===== src/aof_pkg.sv =====
// aof_pkg: constants and types for the converter output formatter
// assumes a 32-bit APB slave and a 50 MHz pclk
package aof_pkg;
  localparam int unsigned DATA_W = 14;
  localparam int unsigned LANES = 7;
  localparam int unsigned CLK_MHZ = 50;
  // register byte offsets
  localparam logic [7:0] OFS_POWER = 8'h04;
  localparam logic [7:0] OFS_TIMING = 8'h08;
  localparam logic [7:0] OFS_OUTPUT_FORMAT_SELECT = 8'h0c;
  localparam logic [7:0] OFS_FORMAT = 8'h10;
  localparam logic [7:0] OFS_STATUS = 8'h14;
  // timing register fields
  localparam int unsigned POS_DUTY = 0;
  localparam int unsigned POS_CKDLY = 1;
  localparam int unsigned POS_CKINV = 3;
  // output mode register fields
  localparam int unsigned POS_FMT = 0;
  localparam int unsigned POS_HIZ = 2;
  localparam int unsigned POS_TERM = 3;
  localparam int unsigned POS_CUR = 4;
  // data format register fields
  localparam int unsigned POS_SIGNED = 0;
  localparam int unsigned POS_RANDOMIZER_ENABLE = 1;
  localparam int unsigned POS_ALT = 2;
  localparam int unsigned POS_PAT = 3;
  // reset values
  localparam logic [7:0] RST_POWER = 8'h00;
  localparam logic [7:0] RST_TIMING = 8'h00;
  localparam logic [7:0] RST_OUTPUT_FORMAT_SELECT = 8'h00;
  localparam logic [7:0] RST_FORMAT = 8'h00;
  // recovery times
  localparam int unsigned SLEEP_WAKE_US = 2000;
  localparam int unsigned SLEEP_WAKE_CYC = SLEEP_WAKE_US * CLK_MHZ;
  localparam int unsigned NAP_WAKE_SAMPLES = 100;
  // codes
  localparam logic [1:0] FMT_CMOS = 2'h0;
  localparam logic [1:0] FMT_DDR_LVDS = 2'h1;
  localparam logic [1:0] FMT_DDR_CMOS = 2'h2;
  localparam logic [2:0] PAT_OFF = 3'h0;
  localparam logic [2:0] PAT_ZERO = 3'h1;
  localparam logic [2:0] PAT_ONE = 3'h3;
  localparam logic [2:0] PAT_CHECK = 3'h5;
  localparam logic [2:0] PAT_ALT = 3'h7;
  localparam logic [1:0] PWR_NORMAL = 2'h0;
  localparam logic [1:0] PWR_NAP = 2'h1;
  localparam logic [1:0] PWR_SLEEP = 2'h3;
  // drive current in units of 0.05 mA
  localparam logic [7:0] CUR_DEFAULT = 8'h46;
  localparam logic [15:0] CKB_PATTERN = 16'h5555;

  typedef struct packed {
    logic [DATA_W-1:0] code;
    logic ovf;
  } aof_sample_s;

  typedef enum logic [2:0] {
    ST_ACTIVE = 3'b001,
    ST_NAP = 3'b010,
    ST_SLEEP = 3'b100
  } aof_pwr_e;
endpackage


===== src/aof_formatter.sv =====
// aof_formatter: sample formatting, pin muxing and power states
// assumes samples arrive on pclk; enc_clk is a pin from the encode domain
// Operation
// RULE1 - ddr lvds: 7 pairs, ovf and clock own
// RULE2 - lvds current resets to 3.5 ma
// RULE3 - current field picks seven levels
// RULE4 - internal termination scales current by 1.6
// RULE5 - overflow flag high when out of range
// RULE6 - overflow delayed with its sample
// RULE7 - full rate: data changes on falling clock
// RULE8 - ddr: data changes on both edges
// RULE9 - clock delayed 0, 45, 90, 135 degrees
// RULE10 - software enables stabilizer with phase shift; duty_stabilizer_enable is decoded but drives no logic here
// RULE11 - clock inversion independent of delay
// RULE12 - offset binary default, signed flips msb
// RULE13 - out of range saturates code
// RULE14 - randomizer xors upper bits with lsb
// RULE15 - receiver xors back with lsb
// RULE16 - alternate polarity inverts odd bits
// RULE17 - polarity forces offset binary, independent of randomizer
// RULE18 - four test patterns on ovf and data
// RULE19 - test pattern overrides all formatting
// RULE20 - hiz disable covers all outputs; paired_bit_lane has no enable here and stays driven
// RULE21 - sleep powers down, 2 ms recovery
// RULE22 - nap: invalid for 100 samples after
// RULE23 - format codes cmos, ddr lvds, ddr cmos
// RULE24 - pattern codes 000,001,011,101,111
// RULE25 - current codes map to milliamps
// RULE26 - power codes normal, nap, sleep
//
// Decided for this implementation: the APB slave port and the register addresses.
module aof_formatter #(
  parameter int unsigned DATA_W = aof_pkg::DATA_W,
  parameter int unsigned SLEEP_WAKE_CYC = aof_pkg::SLEEP_WAKE_CYC
) (
  input wire logic pclk,
  input wire logic presetn,
  input wire logic psel,
  input wire logic penable,
  input wire logic pwrite,
  input wire logic [7:0] paddr,
  input wire logic [31:0] pwdata,
  output logic [31:0] prdata,
  output logic pready,
  output logic pslverr,
  input wire logic enc_clk,
  input wire logic [DATA_W-1:0] conv_code,
  input wire logic conv_over,
  input wire logic conv_under,
  output logic [DATA_W-1:0] data_out,
  output logic [DATA_W-1:0] data_oe_n,
  output logic overflow_flag,
  output logic overflow_flag_oe_n,
  output logic forwarded_sample_clock,
  output logic forwarded_sample_clock_oe_n,
  output logic [6:0] paired_bit_lane,
  output logic [7:0] diff_drive_current,
  output logic core_powered,
  output logic refs_powered,
  output logic data_valid
);
  logic [7:0] power_q;
  logic [7:0] timing_q;
  logic [7:0] output_format_select_q;
  logic [7:0] format_q;
  logic [1:0] power_state_select;
  logic duty_stabilizer_enable;
  logic [1:0] clock_delay_select;
  logic clock_polarity_flip;
  logic [1:0] output_format_select;
  logic output_hiz_enable;
  logic internal_termination_enable;
  logic [2:0] diff_drive_current_select;
  logic signed_format_select;
  logic randomizer_enable;
  logic alternate_polarity_enable;
  logic [2:0] pattern_select;
  logic wr_en;
  logic rd_hit;
  logic [2:0] enc_sync_q;
  logic enc_rise;
  logic enc_fall;
  logic [2:0] tick_q;
  aof_pkg::aof_sample_s raw;
  aof_pkg::aof_sample_s fmt;
  aof_pkg::aof_sample_s stage_q;
  aof_pkg::aof_sample_s out_q;
  logic alt_phase_q;
  logic ddr_half_q;
  logic clk_base_q;
  logic [DATA_W-1:0] code_shaped;
  logic [31:0] wake_q;
  aof_pkg::aof_pwr_e pwr_q;
  logic [7:0] cur_base;
  logic [8:0] cur_scaled;

  assign power_state_select = power_q[1:0];
  assign duty_stabilizer_enable = timing_q[aof_pkg::POS_DUTY];
  assign clock_delay_select = timing_q[aof_pkg::POS_CKDLY +: 2];
  assign clock_polarity_flip = timing_q[aof_pkg::POS_CKINV];
  assign output_format_select = output_format_select_q[aof_pkg::POS_FMT +: 2];
  assign output_hiz_enable = output_format_select_q[aof_pkg::POS_HIZ];
  assign internal_termination_enable = output_format_select_q[aof_pkg::POS_TERM];
  assign diff_drive_current_select = output_format_select_q[aof_pkg::POS_CUR +: 3];
  assign signed_format_select = format_q[aof_pkg::POS_SIGNED];
  assign randomizer_enable = format_q[aof_pkg::POS_RANDOMIZER_ENABLE];
  assign alternate_polarity_enable = format_q[aof_pkg::POS_ALT];
  assign pattern_select = format_q[aof_pkg::POS_PAT +: 3];

  // apb slave, zero wait states
  assign pready = 1'b1;
  assign wr_en = psel && penable && pwrite;
  assign rd_hit = (paddr == aof_pkg::OFS_POWER) || (paddr == aof_pkg::OFS_TIMING) ||
    (paddr == aof_pkg::OFS_OUTPUT_FORMAT_SELECT) || (paddr == aof_pkg::OFS_FORMAT) ||
    (paddr == aof_pkg::OFS_STATUS);
  assign pslverr = psel && penable && !rd_hit;

  always_ff @(posedge pclk or negedge presetn)
  begin
    if (!presetn)
    begin
      power_q <= aof_pkg::RST_POWER;
      timing_q <= aof_pkg::RST_TIMING;
      output_format_select_q <= aof_pkg::RST_OUTPUT_FORMAT_SELECT;
      format_q <= aof_pkg::RST_FORMAT;
    end
    else if (wr_en)
    begin
      case (paddr)
        aof_pkg::OFS_POWER: power_q <= {6'h00, pwdata[1:0]};
        aof_pkg::OFS_TIMING: timing_q <= {4'h0, pwdata[3:0]};
        aof_pkg::OFS_OUTPUT_FORMAT_SELECT: output_format_select_q <= {1'b0, pwdata[6:0]};
        aof_pkg::OFS_FORMAT: format_q <= {2'h0, pwdata[5:0]};
        default: ;
      endcase
    end
  end

  always_ff @(posedge pclk or negedge presetn)
  begin
    if (!presetn)
      prdata <= 32'h0000_0000;
    else if (psel && !penable && !pwrite)
    begin
      case (paddr)
        aof_pkg::OFS_POWER: prdata <= {24'h00_0000, power_q};
        aof_pkg::OFS_TIMING: prdata <= {24'h00_0000, timing_q};
        aof_pkg::OFS_OUTPUT_FORMAT_SELECT: prdata <= {24'h00_0000, output_format_select_q};
        aof_pkg::OFS_FORMAT: prdata <= {24'h00_0000, format_q};
        aof_pkg::OFS_STATUS: prdata <= {20'h0_0000, pwr_q, data_valid, cur_scaled[7:0]};
        default: prdata <= 32'h0000_0000;
      endcase
    end
  end

  // encode clock sampled through two flops, third flop for edges
  always_ff @(posedge pclk or negedge presetn)
  begin
    if (!presetn)
      enc_sync_q <= 3'h0;
    else
      enc_sync_q <= {enc_sync_q[1:0], enc_clk};
  end
  assign enc_rise = enc_sync_q[1] && !enc_sync_q[2];
  assign enc_fall = !enc_sync_q[1] && enc_sync_q[2];

  // eighth-period phase ticks: half period split into four pclk steps
  always_ff @(posedge pclk or negedge presetn)
  begin
    if (!presetn)
      tick_q <= 3'h0;
    else if (enc_rise || enc_fall)
      tick_q <= 3'h0;
    else if (tick_q != 3'h7)
      tick_q <= tick_q + 3'h1;
  end

  // range handling and saturation
  always_comb
  begin
    raw.ovf = conv_over || conv_under; // RULE5
    if (conv_over)
      raw.code = {DATA_W{1'b1}}; // RULE13
    else if (conv_under)
      raw.code = {DATA_W{1'b0}}; // RULE13
    else
      raw.code = conv_code;
  end

  // formatting chain, pattern has priority
  always_comb
  begin
    code_shaped = raw.code;
    if (signed_format_select && !alternate_polarity_enable) // RULE17
      code_shaped[DATA_W-1] = ~raw.code[DATA_W-1]; // RULE12
    if (randomizer_enable)
      code_shaped[DATA_W-1:1] = code_shaped[DATA_W-1:1] ^ {(DATA_W-1){code_shaped[0]}}; // RULE14
    if (alternate_polarity_enable)
      code_shaped = code_shaped ^ aof_pkg::CKB_PATTERN[DATA_W-1:0] << 1; // RULE16
    fmt.code = code_shaped;
    fmt.ovf = raw.ovf;
    case (pattern_select) // RULE19 RULE24
      aof_pkg::PAT_ZERO: fmt = '0; // RULE18
      aof_pkg::PAT_ONE: fmt = '1; // RULE18
      aof_pkg::PAT_ALT: fmt = alt_phase_q ? '1 : '0; // RULE18
      aof_pkg::PAT_CHECK:
      begin
        // ovf leads the pattern, code carries the remaining bits
        fmt.ovf = alt_phase_q; // RULE18
        fmt.code = alt_phase_q ? aof_pkg::CKB_PATTERN[DATA_W-1:0] :
          ~aof_pkg::CKB_PATTERN[DATA_W-1:0];
      end
      default: ;
    endcase
  end

  // pipeline: ovf travels in the same struct as its code
  always_ff @(posedge pclk or negedge presetn)
  begin
    if (!presetn)
    begin
      stage_q <= '0;
      out_q <= '0;
      alt_phase_q <= 1'b0;
    end
    else if (enc_rise)
    begin
      stage_q <= fmt; // RULE6
      out_q <= stage_q; // RULE6
      alt_phase_q <= ~alt_phase_q;
    end
  end

  // forwarded clock base: low half carries the data change
  always_ff @(posedge pclk or negedge presetn)
  begin
    if (!presetn)
    begin
      clk_base_q <= 1'b0;
      ddr_half_q <= 1'b0;
    end
    else
    begin
      if (enc_rise)
        ddr_half_q <= 1'b0;
      else if (enc_fall)
        ddr_half_q <= 1'b1;
      if ((enc_rise || enc_fall) && clock_delay_select == 2'h0)
        clk_base_q <= enc_fall; // RULE7 RULE8
      else if (tick_q == {1'b0, clock_delay_select} - 3'h1 && clock_delay_select != 2'h0)
        clk_base_q <= ddr_half_q; // RULE9
    end
  end

  // output pins
  always_ff @(posedge pclk or negedge presetn)
  begin
    if (!presetn)
    begin
      data_out <= '0;
      paired_bit_lane <= 7'h00;
      overflow_flag <= 1'b0;
      forwarded_sample_clock <= 1'b0;
    end
    else
    begin
      data_out <= out_q.code; // RULE7
      overflow_flag <= out_q.ovf;
      forwarded_sample_clock <= clk_base_q ^ clock_polarity_flip; // RULE11
      for (int i = 0; i < 7; i++)
        paired_bit_lane[i] <= ddr_half_q ? out_q.code[2*i+1] : out_q.code[2*i]; // RULE1 RULE8
    end
  end

  // output enables, low while driving
  always_comb
  begin
    data_oe_n = {DATA_W{output_hiz_enable}}; // RULE20
    if (output_format_select != aof_pkg::FMT_CMOS) // RULE23
      data_oe_n = {DATA_W{1'b1}};
    overflow_flag_oe_n = output_hiz_enable; // RULE20
    forwarded_sample_clock_oe_n = output_hiz_enable; // RULE20
  end

  // drive current code, 0.05 ma units
  always_comb
  begin
    case (diff_drive_current_select) // RULE3 RULE25
      3'h1: cur_base = 8'h50;
      3'h2: cur_base = 8'h5a;
      3'h4: cur_base = 8'h3c;
      3'h5: cur_base = 8'h32;
      3'h6: cur_base = 8'h2a;
      3'h7: cur_base = 8'h23;
      default: cur_base = aof_pkg::CUR_DEFAULT; // RULE2
    endcase
    cur_scaled = {1'b0, cur_base};
    if (internal_termination_enable)
      cur_scaled = 9'((16'(cur_base) * 16'h0008) / 16'h0005); // RULE4
  end

  always_ff @(posedge pclk or negedge presetn)
  begin
    if (!presetn)
      diff_drive_current <= 8'h00;
    else
      diff_drive_current <= cur_scaled[8:1];
  end

  // power state machine and wake counting
  always_ff @(posedge pclk or negedge presetn)
  begin
    if (!presetn)
    begin
      pwr_q <= aof_pkg::ST_ACTIVE;
      wake_q <= 32'h0000_0000;
    end
    else
    begin
      case (power_state_select) // RULE26
        aof_pkg::PWR_SLEEP:
        begin
          pwr_q <= aof_pkg::ST_SLEEP; // RULE21
          wake_q <= 32'(SLEEP_WAKE_CYC);
        end
        aof_pkg::PWR_NAP:
        begin
          pwr_q <= aof_pkg::ST_NAP; // RULE22
          if (pwr_q != aof_pkg::ST_SLEEP)
            wake_q <= 32'(aof_pkg::NAP_WAKE_SAMPLES);
        end
        default:
        begin
          pwr_q <= aof_pkg::ST_ACTIVE;
          if (wake_q != 32'h0000_0000 && (pwr_q == aof_pkg::ST_SLEEP || enc_rise ||
              wake_q > 32'(aof_pkg::NAP_WAKE_SAMPLES)))
            wake_q <= wake_q - 32'h0000_0001;
        end
      endcase
    end
  end

  assign core_powered = (pwr_q == aof_pkg::ST_ACTIVE);
  assign refs_powered = (pwr_q != aof_pkg::ST_SLEEP);
  assign data_valid = core_powered && (wake_q == 32'h0000_0000); // RULE21 RULE22
endmodule


===== config.mk =====
export PLATFORM = sky130hd
export DESIGN_NAME = aof_formatter
export DESIGN_NICKNAME = d
export VERILOG_FILES = /design/src/aof_pkg.sv /design/src/aof_formatter.sv
export SDC_FILE = /design/constraint.sdc
export NUM_CORES = 1
export LEC_CHECK = 0
export BUFFER_PORTS_ARGS = -buffer_cell sky130_fd_sc_hd__buf_2
export CORE_UTILIZATION = 45
export CTS_BUF_LIST = sky130_fd_sc_hd__clkbuf_8
export CTS_CLUSTER_DIAMETER = 100
export DETAILED_ROUTE_END_ITERATION = 8
export GPL_ROUTABILITY_DRIVEN = 0
export PLACE_DENSITY = 0.7
export SLEW_MARGIN = 25
export SYNTH_ARGS = -nofsm -noshare
export SYNTH_HDL_FRONTEND = slang
export SYNTH_SLANG_ARGS = --single-unit

===== constraint.sdc =====
create_clock -name pclk -period 3.4 [get_ports pclk]
set_input_delay 0.68 -clock pclk [delete_from_list [all_inputs] [get_ports pclk]]
set_output_delay 0.68 -clock pclk [all_outputs]
set_load 0.01 [all_outputs]

==> qor.yml, run 1 <==
grt:
  grtUsageTotal_pct: 19.63
  antenna_found_initial: 0
  gr-total-overflow: 0
  grt_pass1_vias: 4938
  grt_start_max_net_pins: 66
  grt_pass1_wl_um: 24300
cells_and_area:
  drive_above_1_share_pct: 26.17
  fill_cells: 1267
  num_antenna_cells: 0
  nets: 807
  synthToLayoutAreaGrowth_pct: 13.50
timing:
  setup_viol: 0
  tightest_slew_ns: 0.8278
  skew_ns: 0.009166
  timing.fmax_mhz: 307.7
  rsz0062_at_grt: "no"
  maxSlewHeadroom_pct: 44.30
  period_needed_ns: 3.250
  setup_ws_ns: 0.1504
  tns_ns: 0
  fin_crit_sh_pct: 95.58
  finalHoldViolCount: 0
  drv_slew: 0
pwr:
  power_frac_seq_pct: 47.7
  p_sw_w: 0.001443
  p_int_w: 0.003097
  power.share.clock_pct: 30.8
  p_leak_nw: 3.389
  ir_worst_vdd_mv: 0.3199
  p_per_area_nw_per_um2: 588.9
  comb_power_share_pct: 21.5
  switching_share_pct: 31.78
synth:
  synthXorXnorAreaFrac_pct: 4.514
  synth_largest_type_area_fraction_pct: 49.37
  synth_top_family_by_area: "simple AND/OR/NAND/NOR gates"
  synth-compound-area-share_pct: 13.67
  yosysMostFrequentCell: "dfrtp_1"
  synthTopCellsByArea: "dfrtp_1 (49%), mux2_2 (6.8%), buf_4 (4.1%)"
  syn_avg_cell_area_um2: 10.32
  yosysUniqueCellTypes: 62
  synth_edf_count: 0
  synthFlopType: "dfrtp_1"
  yosys-top-cells-count: "dfrtp_1 (134), nor2_1 (70), a21oi_1 (43)"
  synth_top_cell_by_area: "dfrtp_1"
  ys_seq_area_share_pct: 49.76
  synthMuxAreaShare_pct: 8.567
  synthAdderAreaFrac_pct: 1.658
  synth_area_um2: 6792
  yosys.area_share.simple_pct: 14.74
  synth_seq_cells: 135
  postSynthCellCount: 658
  synth-async-reset-ratio_pct: 100.0
  synth_warnings: 0
detailed_routing:
  dr.pass1.iters: 7
  vias_per_cell: 5.525
  num_vias: 5155
  ant_nets: 0
  initialDrtViolationCount: 519
  drt_wl_total_um: 14800
  route.detailed.drc: 19
  routedWlPerCell_um: 15.86
placement:
  dp_hpwl_um: 10360
  preCtsSetupSlack_ns: 0.4566
  io_buffers: 98
min_path:
  min_path_type: "primary input to asynchronous set/reset pin"
floorplanning:
  boundaryPins: 146
  coreArea_um2: 14640
  die_h_um: 124.9
  dieArea_um2: 15590
  initial_core_util_pct: 46.38
  die_x_um: 124.9
  rows: 44
critical_path:
  required_ns: 2.72
  rrSetupSlack_ns: 0.39
  crit_type: "register to primary output"
  worstSetupEndpointType: "primary output"
  crit_path_max_fanout: 9
  arrival_ns: 2.57
  cp-start-kind: "register"
flow_run:
  drv_cap: 0
run_status:
  violations: "design-rule violations"
  status: "finished with violations"
clocking:
  clk_latency_ns: 0.44
  root_buffer: "clkbuf_8"
  cts_made_buffers: 17
  h-tree-depth: 4
  post-cts-setup-buffer-count: 0
  cts_sinks: 135
  cts_buffer_depth: 2
  cts-hold-fix-buffers: 0
  cts_tree: "done"
  clkTransAtPathRegs_ns: 0.08
## worst paths after layout
kind,start,endpoint,depth (start not counted)
max,wake_q[18]$_DFFE_PN0P_,data_valid,5
min,presetn,diff_drive_current[3]$_DFF_PN0_,1
max reg2reg,wake_q[6]$_DFFE_PN0P_,wake_q[10]$_DFFE_PN0P_,7
min reg2reg,enc_sync_q[0]$_DFF_PN0_,enc_sync_q[1]$_DFF_PN0_,0
max in group asynchronous,presetn,pwr_q[0]$_DFF_PN1_,2
min in group pclk,enc_clk,enc_sync_q[0]$_DFF_PN0_,1
## state kept, by name (all words and copies together), names as in the netlist, 4 cells and up
signal and cells:
timing_q 4, format_q 6, diff_drive_current 7, paired_bit_lane 7, out_q 15, wake_q 32, data_out 14, output_format_select_q 7
stage_q 15, prdata 12
## layout make-up
cell class / count / area (um2) / area share [%]
multi-input cells: 456 / 3024 / 39.23
flip-flops and latches: 135 / 3379 / 43.84
clock buffers: 18 / 247.7 / 3.214
repair buffers: 109 / 588.1 / 7.629
inverters: 17 / 63.81 / 0.8278
well taps: 184 / 230.2 / 2.987
clock inverters: 14 / 175.2 / 2.272
## timing repair
action,4_1_cts,5_1_grt
resized for setup,1,2
gates cloned,0,0
setup endpoints to repair,1,1
## per-stage QoR
| step | utilization, % | hold slack [ns] | total power (W) | area, um2 | instances |
|---|---|---|---|---|---|
| 2_1_floorplan | - | 0.3312 | 0.002847 | 6867 | 678 |
| 3_3_place_gp | 49.68 | 0.3385 | 0.003080 | 7274 | 901 |
| 3_5_place_dp | 49.68 | 0.3426 | 0.003148 | 7274 | 901 |
| 4_1_cts | 52.57 | 0.3228 | 0.004552 | 7699 | 933 |
| 5_1_grt | 52.64 | 0.3127 | 0.004777 | 7709 | 933 |
| 6_report | 52.64 | 0.3244 | 0.004540 | 7709 | 933 |
## logic make-up after synthesis
logic type / Yosys count
AOI/OAI and AO/OA: 141
adders and majority gates: 9
and+or+nand+nor: 196
muxes: 53
buffers and inverters: 87
xor gates and xnor gates: 35
other: 2
DFF: 135
## power groups by stage
stage          registers, W  logic, W  clock network [W]
3_5_place_dp        0.00219  0.000959                  0
3_3_place_gp        0.00217  0.000915                  0
4_1_cts             0.00216  0.000963            0.00143
5_1_grt             0.00221   0.00108            0.00150
2_1_floorplan       0.00216  0.000692                  0
6_report            0.00217  0.000975            0.00140
## routing by layer
metal	global-route usage [%]	part of all wire, %
met5	0	0
met2	32.09	50
met3	3.995	4.6
met1	25.24	44
met4	8.752	1.9
## placed cells by master, fill, tap and decap left out, drive strengths merged, types with 3 or more instances in the layout
cell type,n
dfrtp,134
xnor2,31
nand2,39
ha,9
clkinv,4
a2111oi,6
o22a,16
o311ai,5
inv,18
a21o,3
mux2i,12
or2,3
clkbuf,18
nor3,9
nor2b,10
or3,12
a21oi,44
a32oi,3
nand3,9
nor2,70
a22oi,3
nand4b,3
a31oi,4
nor4b,3
nor4,8
and3,3
or4,12
bufinv,3
clkinvlp,6
xor2,4
nand2b,3
mux2,41
o21ai,35
buf,109
nand4,3
conb,22
and2,6
## critical path, cell delays in order, from the launching register on
cell and delay (ns):
dfrtp_1 0.41, or4_1 0.66, nor4_2 0.44, and2_4 0.29, and3_1 0.19, buf_2 0.14
No activity file was read; power rests on OpenSTA's default activity.
==> run 2, diff against run 1 <==
PLACE_DENSITY = 0.68   (was 0.7)
==> qor.yml, run 2 (synthesis results as in run 1) <==
clocking:
  clk_latency_ns: 0.44  # about the same
  post_cts_resized: 1  # unchanged
  cts_tree: "done"
  root_buffer: "clkbuf_8"
  cts-hold-fix-buffers: 0  # unchanged
  clkTransAtPathRegs_ns: 0.08  # about the same
  post-cts-setup-buffer-count: 0  # unchanged
  h-tree-depth: 4  # unchanged
  cts_sinks: 135  # unchanged
  cts_made_buffers: 17  # unchanged
  cts_buffer_depth: 2  # unchanged
cells_and_area:
  fill_cells: 1288  # +1.7%
  multi_input_area_um2: 3024  # unchanged
  num_antenna_cells: 0  # unchanged
  largest_reg_flops: 32  # unchanged
  regMostFlops: "wake_q"
  layout_commonest_cell: "dfrtp_1"
  layout_common_cells: "dfrtp_1 (134), buf_2 (97), nor2_1 (70)"
  drive_above_1_share_pct: 26.17  # unchanged
  regArea_um2: 3379  # unchanged
  biggestRegsByFlops: "wake_q (32), out_q (15), stage_q (15)"
  nets: 807  # unchanged
  synthToLayoutAreaGrowth_pct: 14.24
critical_path:
  critical-path-top-delay-family: "simple AND/OR/NAND/NOR gates"
  crit_path_max_fanout: 10  # +1
  slowest_stage: "or4_1"
  required_ns: 2.72  # about the same
  endpoint: "data_valid"
  arrival_ns: 2.56  # about the same
  crit_chain: "or4_1 -> nor4_2 -> and2_4 -> and3_1 -> buf_2"
  path_depth: 5  # unchanged
  slowest_delay_ns: 0.64  # -0.02 ns
  timing.rr.end: "wake_q[10]$_DFFE_PN0P_"
  crit_start: "wake_q[18]$_DFFE_PN0P_"
  crit_type: "register to primary output"
  path_buf_inv: 1  # unchanged
  rr_worst_depth: 8  # +1
  cp-start-kind: "register"
  worstSetupEndpointType: "primary output"
  critical_path.reg2reg.startpoint: "wake_q[18]$_DFFE_PN0P_"
  rrSetupSlack_ns: 0.67  # +0.28 ns
timing:
  skew_ns: 0.01109  # +0.001928 ns
  setup_viol: 0  # unchanged
  maxSlewHeadroom_pct: 49.44  # +5.1 points
  tightest_slew_ns: 0.7515  # -0.07638 ns
  finalHoldViolCount: 0  # unchanged
  timing.fmax_mhz: 308.3  # +0.19%
  drv_slew: 0  # unchanged
  tns_ns: 0  # unchanged
  fin_crit_sh_pct: 95.40  # -0.18 points
  period_needed_ns: 3.244  # -0.006013 ns
  rsz0062_at_grt: "no"
run_status:
  status: "finished with violations"
  violations: "design-rule violations"
grt:
  antenna_found_initial: 0  # unchanged
  grt_start_max_net_pins: 101  # +53%
  grt_pass1_wl_um: 23810  # -2.0%
  grt_pass1_vias: 4885  # -1.1%
  grtUsageTotal_pct: 19.48  # -0.15 points
  gr-total-overflow: 0  # unchanged
floorplanning:
  die_x_um: 124.9  # unchanged
  die_h_um: 124.9  # unchanged
  coreArea_um2: 14640  # unchanged
  initial_core_util_pct: 46.38  # unchanged
  boundaryPins: 146  # unchanged
  dieArea_um2: 15590  # unchanged
  rows: 44  # unchanged
detailed_routing:
  routedWlPerCell_um: 15.54  # -2.0%
  initialDrtViolationCount: 422  # -19%
  wl_met3_um: 713  # +5.5%
  drt-met1-wl_um: 6333  # -2.3%
  vias_per_cell: 5.469  # -1.0%
  route.detailed.drc: 21  # +2
  wl_met2_um: 7198  # -2.3%
  drt_wl_total_um: 14500  # -2.0%
  top_layer: "met4"
  dr.pass1.iters: 7  # unchanged
  num_vias: 5103  # -1.0%
  ant_nets: 0  # unchanged
placement:
  dp_hpwl_um: 10200  # -1.5%
  io_buffers: 98  # unchanged
min_path:
  min_path_type: "primary input to asynchronous set/reset pin"
pwr:
  p_leak_nw: 3.432  # +1.3%
  ir_worst_vdd_mv: 0.2754  # -14%
  p_per_area_nw_per_um2: 599.7  # +1.8%
  total_power_w: 0.004653  # +2.5%
flow_run:
  drv_cap: 0  # unchanged
## run 2: changes by cell type in the layout (fill, tap and decap cells not counted), sizes merged
cell / before / now
bufinv: 3 / 5
clkbuf: 18 / 20
clkinvlp: 6 / 2
inv: 18 / 16
clkinv: 4 / 6
## run 2: worst min-delay path by stage
| stage | start | endpoint | cells past startpoint |
|---|---|---|---|
| finish | presetn | diff_drive_current[1]$_DFF_PN0_ | 1 |
| detailed placement | enc_sync_q[0]$_DFF_PN0_ | enc_sync_q[1]$_DFF_PN0_ | 0 |
| floorplan | enc_sync_q[0]$_DFF_PN0_ | enc_sync_q[1]$_DFF_PN0_ | 0 |
| global placement | enc_sync_q[0]$_DFF_PN0_ | enc_sync_q[1]$_DFF_PN0_ | 0 |
| CTS | presetn | diff_drive_current[1]$_DFF_PN0_ | 1 |
| global route | presetn | diff_drive_current[1]$_DFF_PN0_ | 1 |
## run 2: metal layers
| layer | vias to the layer above | global-route usage, % |
|---|---|---|
| li1 | 2431 | - |
| met1 | 2498 | 24.79 |
| met2 | 151 | 31.92 |
| met3 | 23 | 4.596 |
| met4 | 0 | 8.106 |
| met5 | - | 0 |
## run 2: through the flow
stage | std cells | instance area, um2 | hold slack [ns] | worst slack (ns) | util, %
after floorplan | 678 | 6867 | 0.3312 | 0.7721 | -
after global placement | 901 | 7274 | 0.3400 | 0.4726 | 49.68
after detailed placement | 901 | 7274 | 0.3395 | 0.4393 | 49.68
after CTS | 933 | 7749 | 0.1890 | 0.04351 | 52.91
after global routing | 933 | 7759 | 0.2160 | 0.01509 | 52.98
final | 933 | 7759 | 0.1887 | 0.1564 | 52.98
## run 2: report_power, final
group / leakage, nW / total [W] / switching, W / internal [W]
Combinational: 1.58 / 0.000961 / 0.000524 / 0.000437
Sequential: 1.62 / 0.00216 / 0.000245 / 0.00191
Clock: 0.235 / 0.00154 / 0.000606 / 0.000930
## run 2: layout make-up
cell class	count	area share, %
clock buffers	20	3.548
clock inverters	12	2.548
inverters	17	0.8224
multi-input cells	456	38.98
flip-flops and latches	135	43.56
well taps	184	2.967
repair buffers	109	7.579
